### src/design/fpsc_pkg.sv
// fpsc_pkg: constants for the host-side flash protect / secured sector controller
// assumes a byte-wide parallel nor flash outside, driven by fpsc_host
package fpsc_pkg;
    // command codes
    localparam logic [7:0] CMD_UNLOCK1 = 8'hAA;
    localparam logic [7:0] CMD_UNLOCK2 = 8'h55;
    localparam logic [7:0] CMD_SEC_ENTER = 8'h88;
    localparam logic [7:0] CMD_AUTOSEL = 8'h90;
    localparam logic [7:0] CMD_SEC_EXIT = 8'h00;
    localparam logic [7:0] CMD_RESET = 8'hF0;
    localparam logic [7:0] CMD_SUSPEND = 8'hB0;
    localparam logic [7:0] CMD_RESUME = 8'h30;
    // unlock addresses (low bits only are decoded)
    localparam logic [22:0] ADDR_UNLOCK1 = 23'h000555;
    localparam logic [22:0] ADDR_UNLOCK2 = 23'h0002AA;
    // protect verify answers
    localparam logic [7:0] PROT_YES = 8'h01;
    localparam logic [7:0] PROT_NO = 8'h00;
    localparam int SECTOR_LSB = 16;
    localparam int SECTOR_MSB = 21;
    localparam int TOP_DATA_BIT = 7;
    // timing
    localparam int CLK_NS = 50;
    localparam int GLITCH_NS = 5;
    localparam int PULSE_NS = 100;
    localparam int PULSE_CYC = (PULSE_NS + CLK_NS - 1) / CLK_NS;
    localparam int SETUP_NS = 50;
    localparam int SETUP_CYC = (SETUP_NS + CLK_NS - 1) / CLK_NS;
    localparam int READ_NS = 120;
    localparam int READ_CYC = (READ_NS + CLK_NS - 1) / CLK_NS;
    // host operations
    localparam logic [2:0] OP_READ = 3'h0;
    localparam logic [2:0] OP_WRITE = 3'h1;
    localparam logic [2:0] OP_RESET = 3'h2;
    localparam logic [2:0] OP_SEC_ENTER = 3'h3;
    localparam logic [2:0] OP_SEC_EXIT = 3'h4;
    localparam logic [2:0] OP_PROT_VERIFY = 3'h5;
    localparam logic [2:0] OP_SUSPEND = 3'h6;
    localparam logic [2:0] OP_RESUME = 3'h7;
    typedef enum logic [4:0] {
        ST_IDLE = 5'b00001,
        ST_SETUP = 5'b00010,
        ST_PULSE = 5'b00100,
        ST_HOLD = 5'b01000,
        ST_READ = 5'b10000
    } fpsc_state_t;
endpackage

### src/design/fpsc_host.sv
// fpsc_host: host controller that drives the flash bus pins for protect and
// secured-sector operations; one bus cycle per state pass.
// assumes the flash answers within READ_NS and strobes are sampled by the flash.
//
// Contract
// - protect verify: high voltage on bit nine, a1 high, a0/a6 low, sector bits 16-21
// - lock: three-cycle enter sequence then protect algorithm; fpsc_host issues the enter sequence but has no protect algorithm operation
// - host writes exit sequence before touching rest of array
// - write only with select and strobe low, output enable high
`timescale 1ns/1ps
`default_nettype none
module fpsc_host #(
    parameter int PULSE_CYC = fpsc_pkg::PULSE_CYC,
    parameter int READ_CYC = fpsc_pkg::READ_CYC
) (
    input wire logic clk,
    input wire logic rst,
    input wire logic req_valid,
    input wire logic [2:0] req_op,
    input wire logic [22:0] req_addr,
    input wire logic [7:0] req_data,
    input wire logic erase_active,
    output logic req_ready,
    output logic rsp_valid,
    output logic [7:0] rsp_data,
    output logic sec_mode,
    output logic [22:0] flash_addr,
    output logic [7:0] flash_dq_out,
    output logic flash_dq_oe,
    input wire logic [7:0] flash_dq_in,
    output logic flash_ce_n,
    output logic flash_oe_n,
    output logic flash_we_n,
    output logic flash_reset_n,
    output logic hv_on_a9
);
    fpsc_pkg::fpsc_state_t state_q;
    logic [7:0] cnt_q;
    logic [1:0] step_q;
    logic [1:0] nsteps_q;
    logic [2:0] op_q;
    logic [22:0] addr_q;
    logic [7:0] data_q;
    logic is_read;
    logic [22:0] step_addr;
    logic [7:0] step_data;

    ////////////////////////////////////////////////////////////////////////
    // sequence table per operation and step
    always_comb
    begin
        step_addr = addr_q;
        step_data = data_q;
        is_read = 1'b0;
        case (op_q)
            fpsc_pkg::OP_READ:
            begin
                is_read = 1'b1;
            end
            fpsc_pkg::OP_RESET:
            begin
                step_data = fpsc_pkg::CMD_RESET;
            end
            fpsc_pkg::OP_SUSPEND:
            begin
                step_data = fpsc_pkg::CMD_SUSPEND;
            end
            fpsc_pkg::OP_RESUME:
            begin
                step_data = fpsc_pkg::CMD_RESUME;
            end
            fpsc_pkg::OP_PROT_VERIFY:
            begin
                is_read = 1'b1;
                step_addr = 23'h000000;
                step_addr[fpsc_pkg::SECTOR_MSB:fpsc_pkg::SECTOR_LSB] =
                    addr_q[fpsc_pkg::SECTOR_MSB:fpsc_pkg::SECTOR_LSB];
                step_addr[1] = 1'b1;
            end
            fpsc_pkg::OP_SEC_ENTER, fpsc_pkg::OP_SEC_EXIT:
            begin
                case (step_q)
                    2'h0:
                    begin
                        step_addr = fpsc_pkg::ADDR_UNLOCK1;
                        step_data = fpsc_pkg::CMD_UNLOCK1;
                    end
                    2'h1:
                    begin
                        step_addr = fpsc_pkg::ADDR_UNLOCK2;
                        step_data = fpsc_pkg::CMD_UNLOCK2;
                    end
                    2'h2:
                    begin
                        step_addr = fpsc_pkg::ADDR_UNLOCK1;
                        step_data = (op_q == fpsc_pkg::OP_SEC_ENTER) ?
                            fpsc_pkg::CMD_SEC_ENTER : fpsc_pkg::CMD_AUTOSEL;
                    end
                    default:
                    begin
                        step_addr = 23'h000000;
                        step_data = fpsc_pkg::CMD_SEC_EXIT;
                    end
                endcase
            end
            default:
            begin
                is_read = 1'b0;
            end
        endcase
    end

    ////////////////////////////////////////////////////////////////////////
    // bus cycle sequencer
    always_ff @(posedge clk)
    begin
        if (rst)
        begin
            state_q <= fpsc_pkg::ST_IDLE;
            cnt_q <= 8'h00;
            step_q <= 2'h0;
            nsteps_q <= 2'h0;
            op_q <= fpsc_pkg::OP_READ;
            addr_q <= 23'h000000;
            data_q <= 8'h00;
        end
        else
        begin
            case (state_q)
                fpsc_pkg::ST_IDLE:
                begin
                    // suspend or resume dropped unless an erase runs
                    if (req_valid && (erase_active || (req_op != fpsc_pkg::OP_SUSPEND &&
                        req_op != fpsc_pkg::OP_RESUME)))
                    begin
                        op_q <= req_op;
                        addr_q <= req_addr;
                        data_q <= req_data;
                        step_q <= 2'h0;
                        nsteps_q <= (req_op == fpsc_pkg::OP_SEC_ENTER) ? 2'h2 :
                            (req_op == fpsc_pkg::OP_SEC_EXIT) ? 2'h3 : 2'h0;
                        cnt_q <= 8'h00;
                        state_q <= fpsc_pkg::ST_SETUP;
                    end
                end
                fpsc_pkg::ST_SETUP:
                begin
                    state_q <= fpsc_pkg::ST_PULSE;
                    cnt_q <= 8'h00;
                end
                fpsc_pkg::ST_PULSE:
                begin
                    // strobe held far past glitch width
                    if (int'(cnt_q) >= (is_read ? READ_CYC : PULSE_CYC) - 1)
                    begin
                        state_q <= is_read ? fpsc_pkg::ST_READ : fpsc_pkg::ST_HOLD;
                    end
                    cnt_q <= cnt_q + 8'h01;
                end
                fpsc_pkg::ST_HOLD:
                begin
                    // full sequence issued back to back
                    if (step_q != nsteps_q)
                    begin
                        step_q <= step_q + 2'h1;
                        state_q <= fpsc_pkg::ST_SETUP;
                    end
                    else
                    begin
                        state_q <= fpsc_pkg::ST_IDLE;
                    end
                end
                fpsc_pkg::ST_READ:
                begin
                    state_q <= fpsc_pkg::ST_IDLE;
                end
                default:
                begin
                    state_q <= fpsc_pkg::ST_IDLE;
                end
            endcase
        end
    end

    ////////////////////////////////////////////////////////////////////////
    // pins; address set in setup so it is stable before the strobe falls
    always_ff @(posedge clk)
    begin
        if (rst)
        begin
            flash_addr <= 23'h000000;
            flash_dq_out <= 8'h00;
            flash_dq_oe <= 1'b0;
            flash_ce_n <= 1'b1;
            flash_oe_n <= 1'b1;
            flash_we_n <= 1'b1;
            hv_on_a9 <= 1'b0;
        end
        else
        begin
            flash_addr <= step_addr;
            flash_dq_out <= step_data;
            // write with ce and we low, oe high
            // we falls after ce and address stable
            // we rises while ce still low, data latched then
            flash_ce_n <= (state_q == fpsc_pkg::ST_IDLE || state_q == fpsc_pkg::ST_READ);
            flash_we_n <= !(state_q == fpsc_pkg::ST_PULSE && !is_read);
            flash_oe_n <= !(state_q == fpsc_pkg::ST_PULSE && is_read);
            flash_dq_oe <= (state_q != fpsc_pkg::ST_IDLE && state_q != fpsc_pkg::ST_READ)
                && !is_read;
            // high voltage on bit nine only during verify
            hv_on_a9 <= (state_q == fpsc_pkg::ST_SETUP || state_q == fpsc_pkg::ST_PULSE)
                && op_q == fpsc_pkg::OP_PROT_VERIFY;
        end
    end

    ////////////////////////////////////////////////////////////////////////
    // answers and tracked secured-sector mode
    always_ff @(posedge clk)
    begin
        if (rst)
        begin
            rsp_valid <= 1'b0;
            rsp_data <= 8'h00;
            sec_mode <= 1'b0;
            req_ready <= 1'b0;
            flash_reset_n <= 1'b0;
        end
        else
        begin
            flash_reset_n <= 1'b1;
            req_ready <= (state_q == fpsc_pkg::ST_IDLE) && !req_valid;
            rsp_valid <= (state_q == fpsc_pkg::ST_READ) ||
                (state_q == fpsc_pkg::ST_HOLD && step_q == nsteps_q);
            if (state_q == fpsc_pkg::ST_READ)
            begin
                rsp_data <= flash_dq_in;
            end
            // mode flag follows enter and exit, not the reset code
            // only rst or exit clear it; the reset code leaves secured mode on
            if (state_q == fpsc_pkg::ST_HOLD && step_q == nsteps_q)
            begin
                if (op_q == fpsc_pkg::OP_SEC_ENTER)
                    sec_mode <= 1'b1;
                else if (op_q == fpsc_pkg::OP_SEC_EXIT)
                    sec_mode <= 1'b0;
            end
        end
    end
endmodule
`default_nettype wire

### config.mk
export PLATFORM = sky130hd
export DESIGN_NAME = fpsc_host
export DESIGN_NICKNAME = d
export VERILOG_FILES = /design/src/design/fpsc_pkg.sv /design/src/design/fpsc_host.sv
export SDC_FILE = /design/constraint.sdc
export NUM_CORES = 1
export LEC_CHECK = 0
export BUFFER_PORTS_ARGS = -buffer_cell sky130_fd_sc_hd__buf_2
export CAP_MARGIN = 20
export CORE_UTILIZATION = 35
export DETAILED_ROUTE_END_ITERATION = 8
export PLACE_DENSITY_LB_ADDON = 0.15
export SKIP_CTS_REPAIR_TIMING = 1
export SLEW_MARGIN = 15
export SYNTH_ARGS = -nofsm -noshare
export SYNTH_HDL_FRONTEND = slang
export SYNTH_SLANG_ARGS = --single-unit
### constraint.sdc
create_clock -name clk -period 2.3 [get_ports clk]
set_input_delay 0.23 -clock clk [delete_from_list [all_inputs] [get_ports clk]]
set_output_delay 0.23 -clock clk [all_outputs]
set_load 0.03 [all_outputs]
==> results of run 1 <==
## worst min-delay path by stage
stage / endpoint / slack, ns / cells past startpoint / startpoint
after floorplan: req_ready$_SDFF_PP0_ / 0.31 / 1 / req_valid
after global placement: addr_q[11]$_SDFFE_PP0P_ / 0.44 / 2 / addr_q[11]$_SDFFE_PP0P_
after detailed placement: flash_addr[21]$_SDFF_PP0_ / 0.44 / 1 / addr_q[21]$_SDFFE_PP0P_
after CTS: addr_q[8]$_SDFFE_PP0P_ / 0.10 / 3 / req_addr[8]
after global routing: addr_q[0]$_SDFFE_PP0P_ / 0.12 / 3 / req_addr[0]
final: addr_q[8]$_SDFFE_PP0P_ / 0.12 / 3 / req_addr[8]
## cell families after synthesis
| group | synth area share, % |
|---|---|
| buf+inv | 4.800 |
| simple gates | 22.32 |
| xor+xnor | 0.8730 |
| mux | 2.525 |
| flops | 49.38 |
| compound gates | 17.92 |
| fa+ha+maj | 2.182 |
## state kept, by name, summed over array words and instances, names as in the netlist
name / cells
rsp_data: 8
op_q: 3
flash_dq_oe: 1
sec_mode: 1
flash_we_n: 1
flash_ce_n: 1
flash_reset_n: 1
data_q: 8
hv_on_a9: 1
flash_oe_n: 1
step_q: 2
flash_addr: 23
state_q: 5
rsp_valid: 1
flash_dq_out: 8
req_ready: 1
addr_q: 23
cnt_q: 8
nsteps_q: 2
## layer usage
metal	up-vias	track usage, %
li1	1802	-
met1	1636	22.33
met2	88	28.12
met3	8	5.200
met4	0	6.178
met5	-	0
## per-stage QoR
step	hold WS (ns)	util, %
final	0.1218	45.14
after CTS	0.1024	45.09
after floorplan	0.3083	-
after detailed placement	0.4424	42.12
after global routing	0.1180	45.14
after global placement	0.4387	42.12
## power groups by stage
stage | registers (uW) | logic, uW | clock network [uW]
after global routing | 1880 | 643 | 1740
after global placement | 1900 | 576 | 0
after CTS | 1870 | 584 | 1680
after floorplan | 1970 | 332 | 0
after detailed placement | 1910 | 583 | 0
final | 1870 | 578 | 1620
## layout make-up
| type | instances | area share [%] |
|---|---|---|
| multi-input cells | 330 | 37.78 |
| clock inverters | 4 | 1.489 |
| well taps | 140 | 3.534 |
| clock buffers | 11 | 5.098 |
| repair buffers | 104 | 11.06 |
| flip-flops and latches | 99 | 39.98 |
| inverters | 14 | 1.060 |
## layout by cell type, fill, tap and decap left out, types with 2 or more instances in the layout
cell type    n
bufinv_16    2
a21o_1       5
nand3_1     12
buf_4       11
nor2_1      26
o21ai_0     12
a311oi_1     4
clkbuf_8     2
or3_1        3
buf_2       93
clkbuf_16    9
inv_1       12
a211oi_1     8
nor2b_1      5
a21oi_1     61
mux2i_1      9
nor3_1       6
xnor2_1      2
xor2_1       2
a22oi_1      2
nand2_1    100
nand4_1      3
nor2b_2      2
and3_1       9
and2_1       8
or2_2        3
dfxtp_1     99
a22o_1       3
nand3b_1     5
o22ai_1      4
a221oi_1     4
nor3b_1      2
ha_1         7
## worst reg2reg max path: stages, from the launching register on
cell       delay [ns]
dfxtp_1          0.33
nor2b_2          0.18
nor3_4           0.19
inv_2            0.08
ha_1             0.27
or2b_2           0.30
a211oi_2         0.23
nand3b_1         0.11
a2111oi_2        0.35
==> flow_metrics.py, run 1 <==
metrics = {
    "synthesis": {
        "ys_seq_area_share_pct": 49.38,
        "synth_flop_cell": "dfxtp_1",
        "yosysWarnings": 0,
        "async_reset_ff_share_pct": 0,
        "synthTopCellsByArea": "dfxtp_1, nand2_1, a21oi_1, nor2_1, mux2i_1",
        "synth_top_area_share_pct": 49.38,
        "synthCells": 473,
        "synth_edf_count": 0,
        "ys_ff_latch": 99,
        "synth.avg_cell_area_um2": 8.486,
        "synth_cell_types": 55,
        "synthTopCellsByCount": "nand2_1, dfxtp_1, a21oi_1",
        "synth.largest_area_cell": "dfxtp_1",
        "netlist_area_um2": 4014,
        "synth_most_common_cell": "nand2_1",
        "syn_nets": 526,
    },
    "setup_path": {
        "critPathKind": "flip-flop to flip-flop",
        "rrSetupSlack_ns": 0.16,
        "cp_slowest_cell": "a2111oi_2",
        "crit_path_max_fanout": 4,
        "critical_path.max_stage_delay_ns": 0.35,
        "crit_start": "op_q[2]$_SDFFE_PP0P_",
        "worst-path-stages": 8,
        "reg2reg_depth": 8,
        "path_cells": "nor2b_2 > nor3_4 > inv_2 > ha_1 > or2b_2 > a211oi_2 > nand3b_1 > a2111oi_2",
        "r2r_end": "state_q[2]$_SDFFE_PP0P_",
        "critical_path_arrival_ns": 2.38,
        "r2r_start": "op_q[2]$_SDFFE_PP0P_",
        "cp.required_ns": 2.54,
        "endpoint": "state_q[2]$_SDFFE_PP0P_",
        "critPathBufInv": 1,
        "start_kind": "flip-flop",
        "cp_top_family": "simple AND/OR/NAND/NOR gates",
        "critPathCaptureType": "flip-flop",
    },
    "final_layout": {
        "final_area_um2": 4957,
        "multiInputGateArea_um2": 1873,
        "regArea_um2": 1982,
        "final_cell_count_no_fill": 702,
        "fillers": 1099,
        "diodes": 0,
        "nets": 611,
        "drive_gt1_share_pct": 24.02,
        "syn_to_final_growth_pct": 23.50,
    },
    "die": {
        "rows": 38,
        "die-area_um2": 11900,
        "fp.dieW_um": 109.1,
        "core_um2": 10980,
        "io_pins": 94,
        "start_util_pct": 36.55,
        "fp.dieH_um": 109.1,
    },
    "cts": {
        "cts_root_buf": "clkbuf_16",
        "cts_tree": "done",
        "clkSinkCount": 99,
        "cts_buffers": 9,
        "htreeDepth": 3,
        "clock_latency_ns": 0.34,
        "cts_buffer_depth": 2,
        "clkSlewWorstSetupHoldPaths_ns": 0.07,
    },
    "drt": {
        "top_layer": "met4",
        "drcViolationCount": 0,
        "wirelength_mm": 9.777,
        "vias_per_cell": 5.034,
        "ant_nets": 0,
        "drtIter0Drc": 224,
        "wl_met2_mm": 4.626,
        "wl_per_cell_um": 13.93,
        "met3WireLength_um": 506,
        "via_count": 3534,
        "dr.pass1.iters": 5,
        "drt-met1-wl_mm": 4.552,
    },
    "job": {
        "cap_violations": 0,
    },
    "global_routing": {
        "grt_pass1_vias": 3397,
        "grt_use_total_pct": 17.57,
        "antenna_found_initial": 0,
        "grt_pass1_wl_mm": 16.18,
        "grt_overflow": 0,
        "grt_start_max_net_pins": 37,
    },
    "run_status": {
        "outcome": "finished, final reports clean",
    },
    "sta": {
        "maxSlewViolCount": 0,
        "slew_headroom_pct": 31.46,
        "grt_setup_unrepaired": "false",
        "skew_ns": 0.01001,
        "final.setup.tns_ns": 0,
        "fin_crit_ns": 2.136,
        "post-route-period-util_pct": 92.87,
        "finalSetupViolCount": 0,
        "tightest_slew_ns": 1.028,
        "final_hold_viol_count": 0,
        "fmax_mhz": 468.1,
        "setup_ws_ns": 0.1639,
    },
    "power_and_ir_drop": {
        "p_clk_share_pct": 39.8,
        "switchingPower_uw": 1041,
        "seq_power_share_pct": 46.0,
        "ir_drop_uv": 688.4,
        "p_leak_uw": 0.002135,
        "p_int_uw": 3026,
        "total_power_uw": 4068,
        "swShare_pct": 25.60,
        "p_per_area_nw_per_um2": 820.6,
        "p_comb_share_pct": 14.2,
    },
    "min_path": {
        "hold_class": "input pin to flip-flop",
    },
    "placed_design": {
        "io_buffers": 93,
        "dp_cells": 687,
        "dpl_worst_slack_ns": 0.1098,
        "dpl.hpwl_mm": 6.906,
        "finalWeightedCongestion": 0.7482,
        "dpl_cell_area_um2": 4626,
    },
}
Power figures use the tool's default switching activity.
==> run 2, diff against run 1 <==
--- a/config.mk
+++ b/config.mk
@@ -8,3 +8,3 @@
 export BUFFER_PORTS_ARGS = -buffer_cell sky130_fd_sc_hd__buf_2
-export CAP_MARGIN = 20
+export CAP_MARGIN = 10
 export CORE_UTILIZATION = 35
==> constraint.sdc (replaced) <==
create_clock -name clk -period 2.3 [get_ports clk]
set_input_delay 0.46 -clock clk [delete_from_list [all_inputs] [get_ports clk]]
set_output_delay 0.46 -clock clk [all_outputs]
set_load 0.03 [all_outputs]
==> run 2 against run 1 <==
  * Final cell count increased by 0.43%
  * Clock skew barely moved
  * Combinational power hardly changed
  * Largest power group unchanged
  * Hold slack better by 0.22 ns
  * Fmax shrank 1.2%
  * Sequential power about the same
  * Global-route usage down 0.35 points
  * Design area decreased by 0.33%
  * Highest routed layer unchanged
  * Count of clock-buffer cells in the layout grew 1
  * Setup slack lost 0.026 ns
  * Clock power shrank 7%
  * Critical path depth did not move
==> flow_metrics.py, run 2 (same netlist as run 1, synthesis figures left out) <==
metrics = {
    "final_layout": {
        "syn_to_final_growth_pct": 23.10,
        "drive_gt1_share_pct": 24.07,
        "fin_util_pct": 44.99,
        "final_area_um2": 4941,
        "most-common-layout-cells": "nand2_1, dfxtp_1, buf_2, a21oi_1, nor2_1",
        "reg_top3": "addr_q (23), flash_addr (23)",
        "mostFrequentLayoutCell": "nand2_1",
        "nets": 613,
        "fillers": 1104,
        "diodes": 0,
    },
    "sta": {
        "grt_setup_unrepaired": "false",
        "setup_ws_ns": 0.1376,
        "slew_headroom_pct": 39.10,
        "skew_ns": 0.01009,
        "fin_crit_ns": 2.162,
        "fmax_mhz": 462.4,
        "final.setup.tns_ns": 0,
        "tightest_slew_ns": 0.9136,
        "finalSetupViolCount": 0,
        "post-route-period-util_pct": 94.02,
        "maxSlewViolCount": 0,
        "final_hold_viol_count": 0,
    },
    "cts": {
        "clock_latency_ns": 0.35,
        "cts_buffer_depth": 2,
        "cts_buffers": 9,
        "clkSinkCount": 99,
        "clkSlewWorstSetupHoldPaths_ns": 0.07,
        "cts_root_buf": "clkbuf_16",
        "htreeDepth": 3,
        "cts_tree": "done",
    },
    "setup_path": {
        "cp.required_ns": 2.55,
        "critical_path.max_stage_delay_ns": 0.35,
        "cp_slowest_cell": "a2111oi_2",
        "cp_top_family": "simple AND/OR/NAND/NOR gates",
        "rrSetupSlack_ns": 0.14,
        "path_cells": "nor2b_2 > nor3_4 > inv_2 > ha_1 > or2b_2 > a211oi_2 > nand3b_1 > a2111oi_2",
        "critPathBufInv": 1,
        "critical_path_arrival_ns": 2.41,
        "r2r_end": "state_q[2]$_SDFFE_PP0P_",
        "start_kind": "flip-flop",
        "critPathKind": "flip-flop to flip-flop",
        "r2r_start": "op_q[2]$_SDFFE_PP0P_",
        "reg2reg_depth": 8,
        "crit_path_max_fanout": 4,
        "critPathCaptureType": "flip-flop",
    },
    "drt": {
        "drtIter0Drc": 278,
        "ant_nets": 0,
        "via_count": 3538,
        "wl_per_cell_um": 13.86,
        "dr.pass1.iters": 4,
        "drcViolationCount": 0,
        "wirelength_mm": 9.768,
        "vias_per_cell": 5.018,
    },
    "die": {
        "die-area_um2": 11900,
        "start_util_pct": 36.55,
        "core_um2": 10980,
        "io_pins": 94,
        "fp.dieH_um": 109.1,
        "rows": 38,
        "fp.dieW_um": 109.1,
    },
    "placed_design": {
        "io_buffers": 93,
        "dpl_worst_slack_ns": 0.08697,
        "finalWeightedCongestion": 0.7745,
        "dpl.hpwl_mm": 6.907,
        "dpl_cell_area_um2": 4641,
    },
    "power_and_ir_drop": {
        "p_per_area_nw_per_um2": 800.6,
        "seq_power_share_pct": 47.2,
        "p_int_uw": 2895,
        "total_power_uw": 3956,
        "ir_drop_uv": 520.5,
        "swShare_pct": 26.82,
        "switchingPower_uw": 1061,
        "p_clk_share_pct": 38.1,
        "p_leak_uw": 0.002130,
        "p_comb_share_pct": 14.7,
    },
    "global_routing": {
        "antenna_found_initial": 0,
        "grt_start_max_net_pins": 37,
        "grt_use_total_pct": 17.22,
        "grt_overflow": 0,
        "grt_pass1_wl_mm": 15.48,
        "grt_pass1_vias": 3192,
    },
    "min_path": {
        "min_path_cells": 3,
        "min_to": "addr_q[0]$_SDFFE_PP0P_",
        "hold_class": "input pin to flip-flop",
        "worstHoldStart": "req_addr[0]",
    },
    "run_status": {
        "outcome": "finished, final reports clean",
    },
    "job": {
        "cap_violations": 0,
    },
}
-- run 2: cell type report --
cell class / count / area [um2] / share of cell area (%)
Sequential cell: 99 / 1982 / 40.11
Timing Repair Buffer: 106 / 563.0 / 11.40
Clock buffer: 12 / 246.5 / 4.989
Clock inverter: 4 / 48.80 / 0.9876
Multi-Input combinational cell: 330 / 1873 / 37.91
Tap cell: 140 / 175.2 / 3.545
Inverter: 14 / 52.55 / 1.064
-- run 2: how the worst max path moves through the flow --
stage               cells past startpoint  slack (ns)            startpoint                 endpoint
global placement                        8        0.20  op_q[2]$_SDFFE_PP0P_  state_q[2]$_SDFFE_PP0P_
detailed placement                      8        0.09  op_q[0]$_SDFFE_PP0P_  state_q[2]$_SDFFE_PP0P_
floorplan                               9       0.008  op_q[0]$_SDFFE_PP0P_  state_q[2]$_SDFFE_PP0P_
finish                                  8        0.14  op_q[2]$_SDFFE_PP0P_  state_q[2]$_SDFFE_PP0P_
global route                            8        0.02  op_q[2]$_SDFFE_PP0P_  state_q[2]$_SDFFE_PP0P_
CTS                                     8        0.07  op_q[0]$_SDFFE_PP0P_  state_q[2]$_SDFFE_PP0P_
-- run 2: worst min-delay path: cells and delay by family --
family	cells	cell delay (ns)
buffers and inverters	1	0.09
AND/OR/NAND/NOR	1	0.04
AO/OA/AOI/OAI	1	0.05
-- run 2: layer usage --
metal / wire [um] / vias to the layer above / track usage [%]
li1: - / 1809 / -
met1: 4469 / 1635 / 21.03
met2: 4596 / 82 / 27.18
met3: 518 / 12 / 5.977
met4: 183 / 0 / 7.722
met5: 0 / - / 0
-- run 2: per-stage QoR --
step / cells / hold slack, ns
after floorplan: 473 / 0.4296
after global placement: 689 / 0.4390
after detailed placement: 689 / 0.4434
after CTS: 705 / 0.3334
after global routing: 705 / 0.3404
final: 705 / 0.3428
-- run 2: power by group through the flow --
stage | registers [uW] | clock network (uW) | logic [uW]
floorplan | 1970 | 0 | 332
global placement | 1900 | 0 | 578
detailed placement | 1910 | 0 | 585
CTS | 1870 | 1550 | 587
global route | 1880 | 1610 | 641
finish | 1870 | 1510 | 580
==> run 3, diff against run 2 <==
- clock period: 2.3 -> 2 ns (I/O delays scaled with it)
==> run 3 against run 2 <==
  * The flow now finishes with violations (negative setup slack)
  * Combinational power is 27% higher
  * Clock skew down 0.0038 ns
  * Largest cell class unchanged
  * Core utilization increased by 1.4 points
  * Critical endpoint unchanged
==> flow_metrics.py, run 3 (same netlist as run 1, synthesis figures left out) <==
metrics = {
    "drt": {
        "wl_per_cell_um": 14.07,
        "drtIter0Drc": 149,
        "wirelength_mm": 10.03,
        "via_count": 3572,
        "dr.pass1.iters": 4,
        "drcViolationCount": 0,
        "ant_nets": 0,
        "vias_per_cell": 5.010,
    },
    "power_and_ir_drop": {
        "swShare_pct": 26.87,
        "p_int_uw": 3420,
        "p_per_area_nw_per_um2": 918.0,
        "seq_power_share_pct": 46.0,
        "p_comb_share_pct": 15.7,
        "total_power_uw": 4677,
        "ir_drop_uv": 522.6,
        "switchingPower_uw": 1257,
        "p_leak_uw": 0.002187,
        "p_clk_share_pct": 38.3,
    },
    "die": {
        "die-area_um2": 11900,
        "fp.dieH_um": 109.1,
        "core_um2": 10980,
        "rows": 38,
        "io_pins": 94,
        "start_util_pct": 36.55,
        "fp.dieW_um": 109.1,
    },
    "sta": {
        "finalSetupViolCount": 1,
        "final_hold_viol_count": 0,
        "skew_ns": 0.006239,
        "maxSlewViolCount": 0,
        "grt_setup_unrepaired": "true",
        "post-route-period-util_pct": 104.5,
        "tightest_slew_ns": 0.6524,
        "fin_crit_ns": 2.090,
        "fmax_mhz": 478.5,
        "setup_ws_ns": -0.08976,
        "slew_headroom_pct": 56.51,
    },
    "job": {
        "cap_violations": 0,
    },
    "run_status": {
        "violations": "negative setup slack",
        "outcome": "complete, but fails checks",
    },
    "cts": {
        "cts_buffer_depth": 2,
        "htreeDepth": 3,
        "clock_latency_ns": 0.35,
        "clkSinkCount": 99,
        "clkSlewWorstSetupHoldPaths_ns": 0.07,
        "cts_tree": "done",
        "cts_buffers": 9,
        "cts_root_buf": "clkbuf_16",
    },
    "setup_path": {
        "critical_path_arrival_ns": 2.34,
        "crit_path_max_fanout": 5,
        "critPathCaptureType": "flip-flop",
        "critPathKind": "flip-flop to flip-flop",
        "start_kind": "flip-flop",
        "cp.required_ns": 2.25,
    },
    "global_routing": {
        "grt_pass1_wl_mm": 15.89,
        "grt_overflow": 0,
        "antenna_found_initial": 0,
        "grt_start_max_net_pins": 47,
        "grt_use_total_pct": 17.43,
        "grt_pass1_vias": 3342,
    },
    "final_layout": {
        "reg_top3": "addr_q (23), flash_addr (23)",
        "mostFrequentLayoutCell": "nand2_1",
        "fin_util_pct": 46.39,
        "diodes": 0,
        "most-common-layout-cells": "nand2_1, dfxtp_1, buf_2, a21oi_1, nor2_1",
        "drive_gt1_share_pct": 26.35,
        "final_cell_count_no_fill": 713,
        "nets": 621,
        "syn_to_final_growth_pct": 26.93,
        "final_area_um2": 5095,
    },
    "placed_design": {
        "dpl_worst_slack_ns": -0.03248,
        "dp_cells": 693,
        "io_buffers": 93,
        "finalWeightedCongestion": 0.7865,
        "dpl_cell_area_um2": 4727,
        "dpl.hpwl_mm": 6.877,
    },
    "min_path": {
        "hold_class": "input pin to flip-flop",
    },
}
[run 3: worst paths after layout]
kind,from,endpoint,slack (ns),depth (start not counted)
worst min register to register,addr_q[18]$_SDFFE_PP0P_,addr_q[18]$_SDFFE_PP0P_,0.45,2
worst min-delay path,flash_dq_in[6],rsp_data[6]$_SDFFE_PP0P_,0.29,3
worst max register to register,op_q[0]$_SDFFE_PP0P_,state_q[2]$_SDFFE_PP0P_,-0.09,8
worst max-delay path,op_q[0]$_SDFFE_PP0P_,state_q[2]$_SDFFE_PP0P_,-0.09,8
[run 3: layout make-up]
| class | instances | area, um2 |
|---|---|---|
| multi-input cells | 330 | 1908 |
| flip-flops and latches | 99 | 1987 |
| clock buffers | 12 | 256.5 |
| clock inverters | 4 | 55.05 |
| fillers | 1124 | 5888 |
| inverters | 14 | 52.55 |
| well taps | 140 | 175.2 |
| repair buffers | 114 | 660.6 |
[run 3: metrics by stage]
stage          hold slack [ns]  setup TNS [ns]
2_1_floorplan           0.4296        -0.08088
3_3_place_gp            0.4337               0
3_5_place_dp            0.4420        -0.03248
4_1_cts                 0.2736        -0.08043
5_1_grt                 0.2833         -0.3039
6_report                0.2856        -0.08976
[run 3: worst max-delay path: stages (launching register included)]
cell and delay (ns):
dfxtp_4 0.36, nor2b_4 0.13, nor3_4 0.19, inv_2 0.08, ha_4 0.15, or4_4 0.42, a211oi_2 0.23, nand3b_1 0.12
a2111oi_2 0.30
[run 3: power by group through the flow]
stage / Sequential [uW] / Clock [uW] / Combinational, uW
3_3_place_gp: 2190 / 0 / 701
2_1_floorplan: 2270 / 0 / 400
4_1_cts: 2150 / 1840 / 717
3_5_place_dp: 2200 / 0 / 715
6_report: 2150 / 1790 / 735
5_1_grt: 2160 / 1920 / 813
[run 3: metal layers]
| metal | GRT usage (%) | vias to the layer above | wire length [um] |
|---|---|---|---|
| met1 | 22.42 | 1666 | 4842 |
| li1 | - | 1820 | - |
| met4 | 8.012 | 0 | 169 |
| met5 | 0 | - | 0 |
| met2 | 27.18 | 73 | 4539 |
| met3 | 4.543 | 13 | 478 |
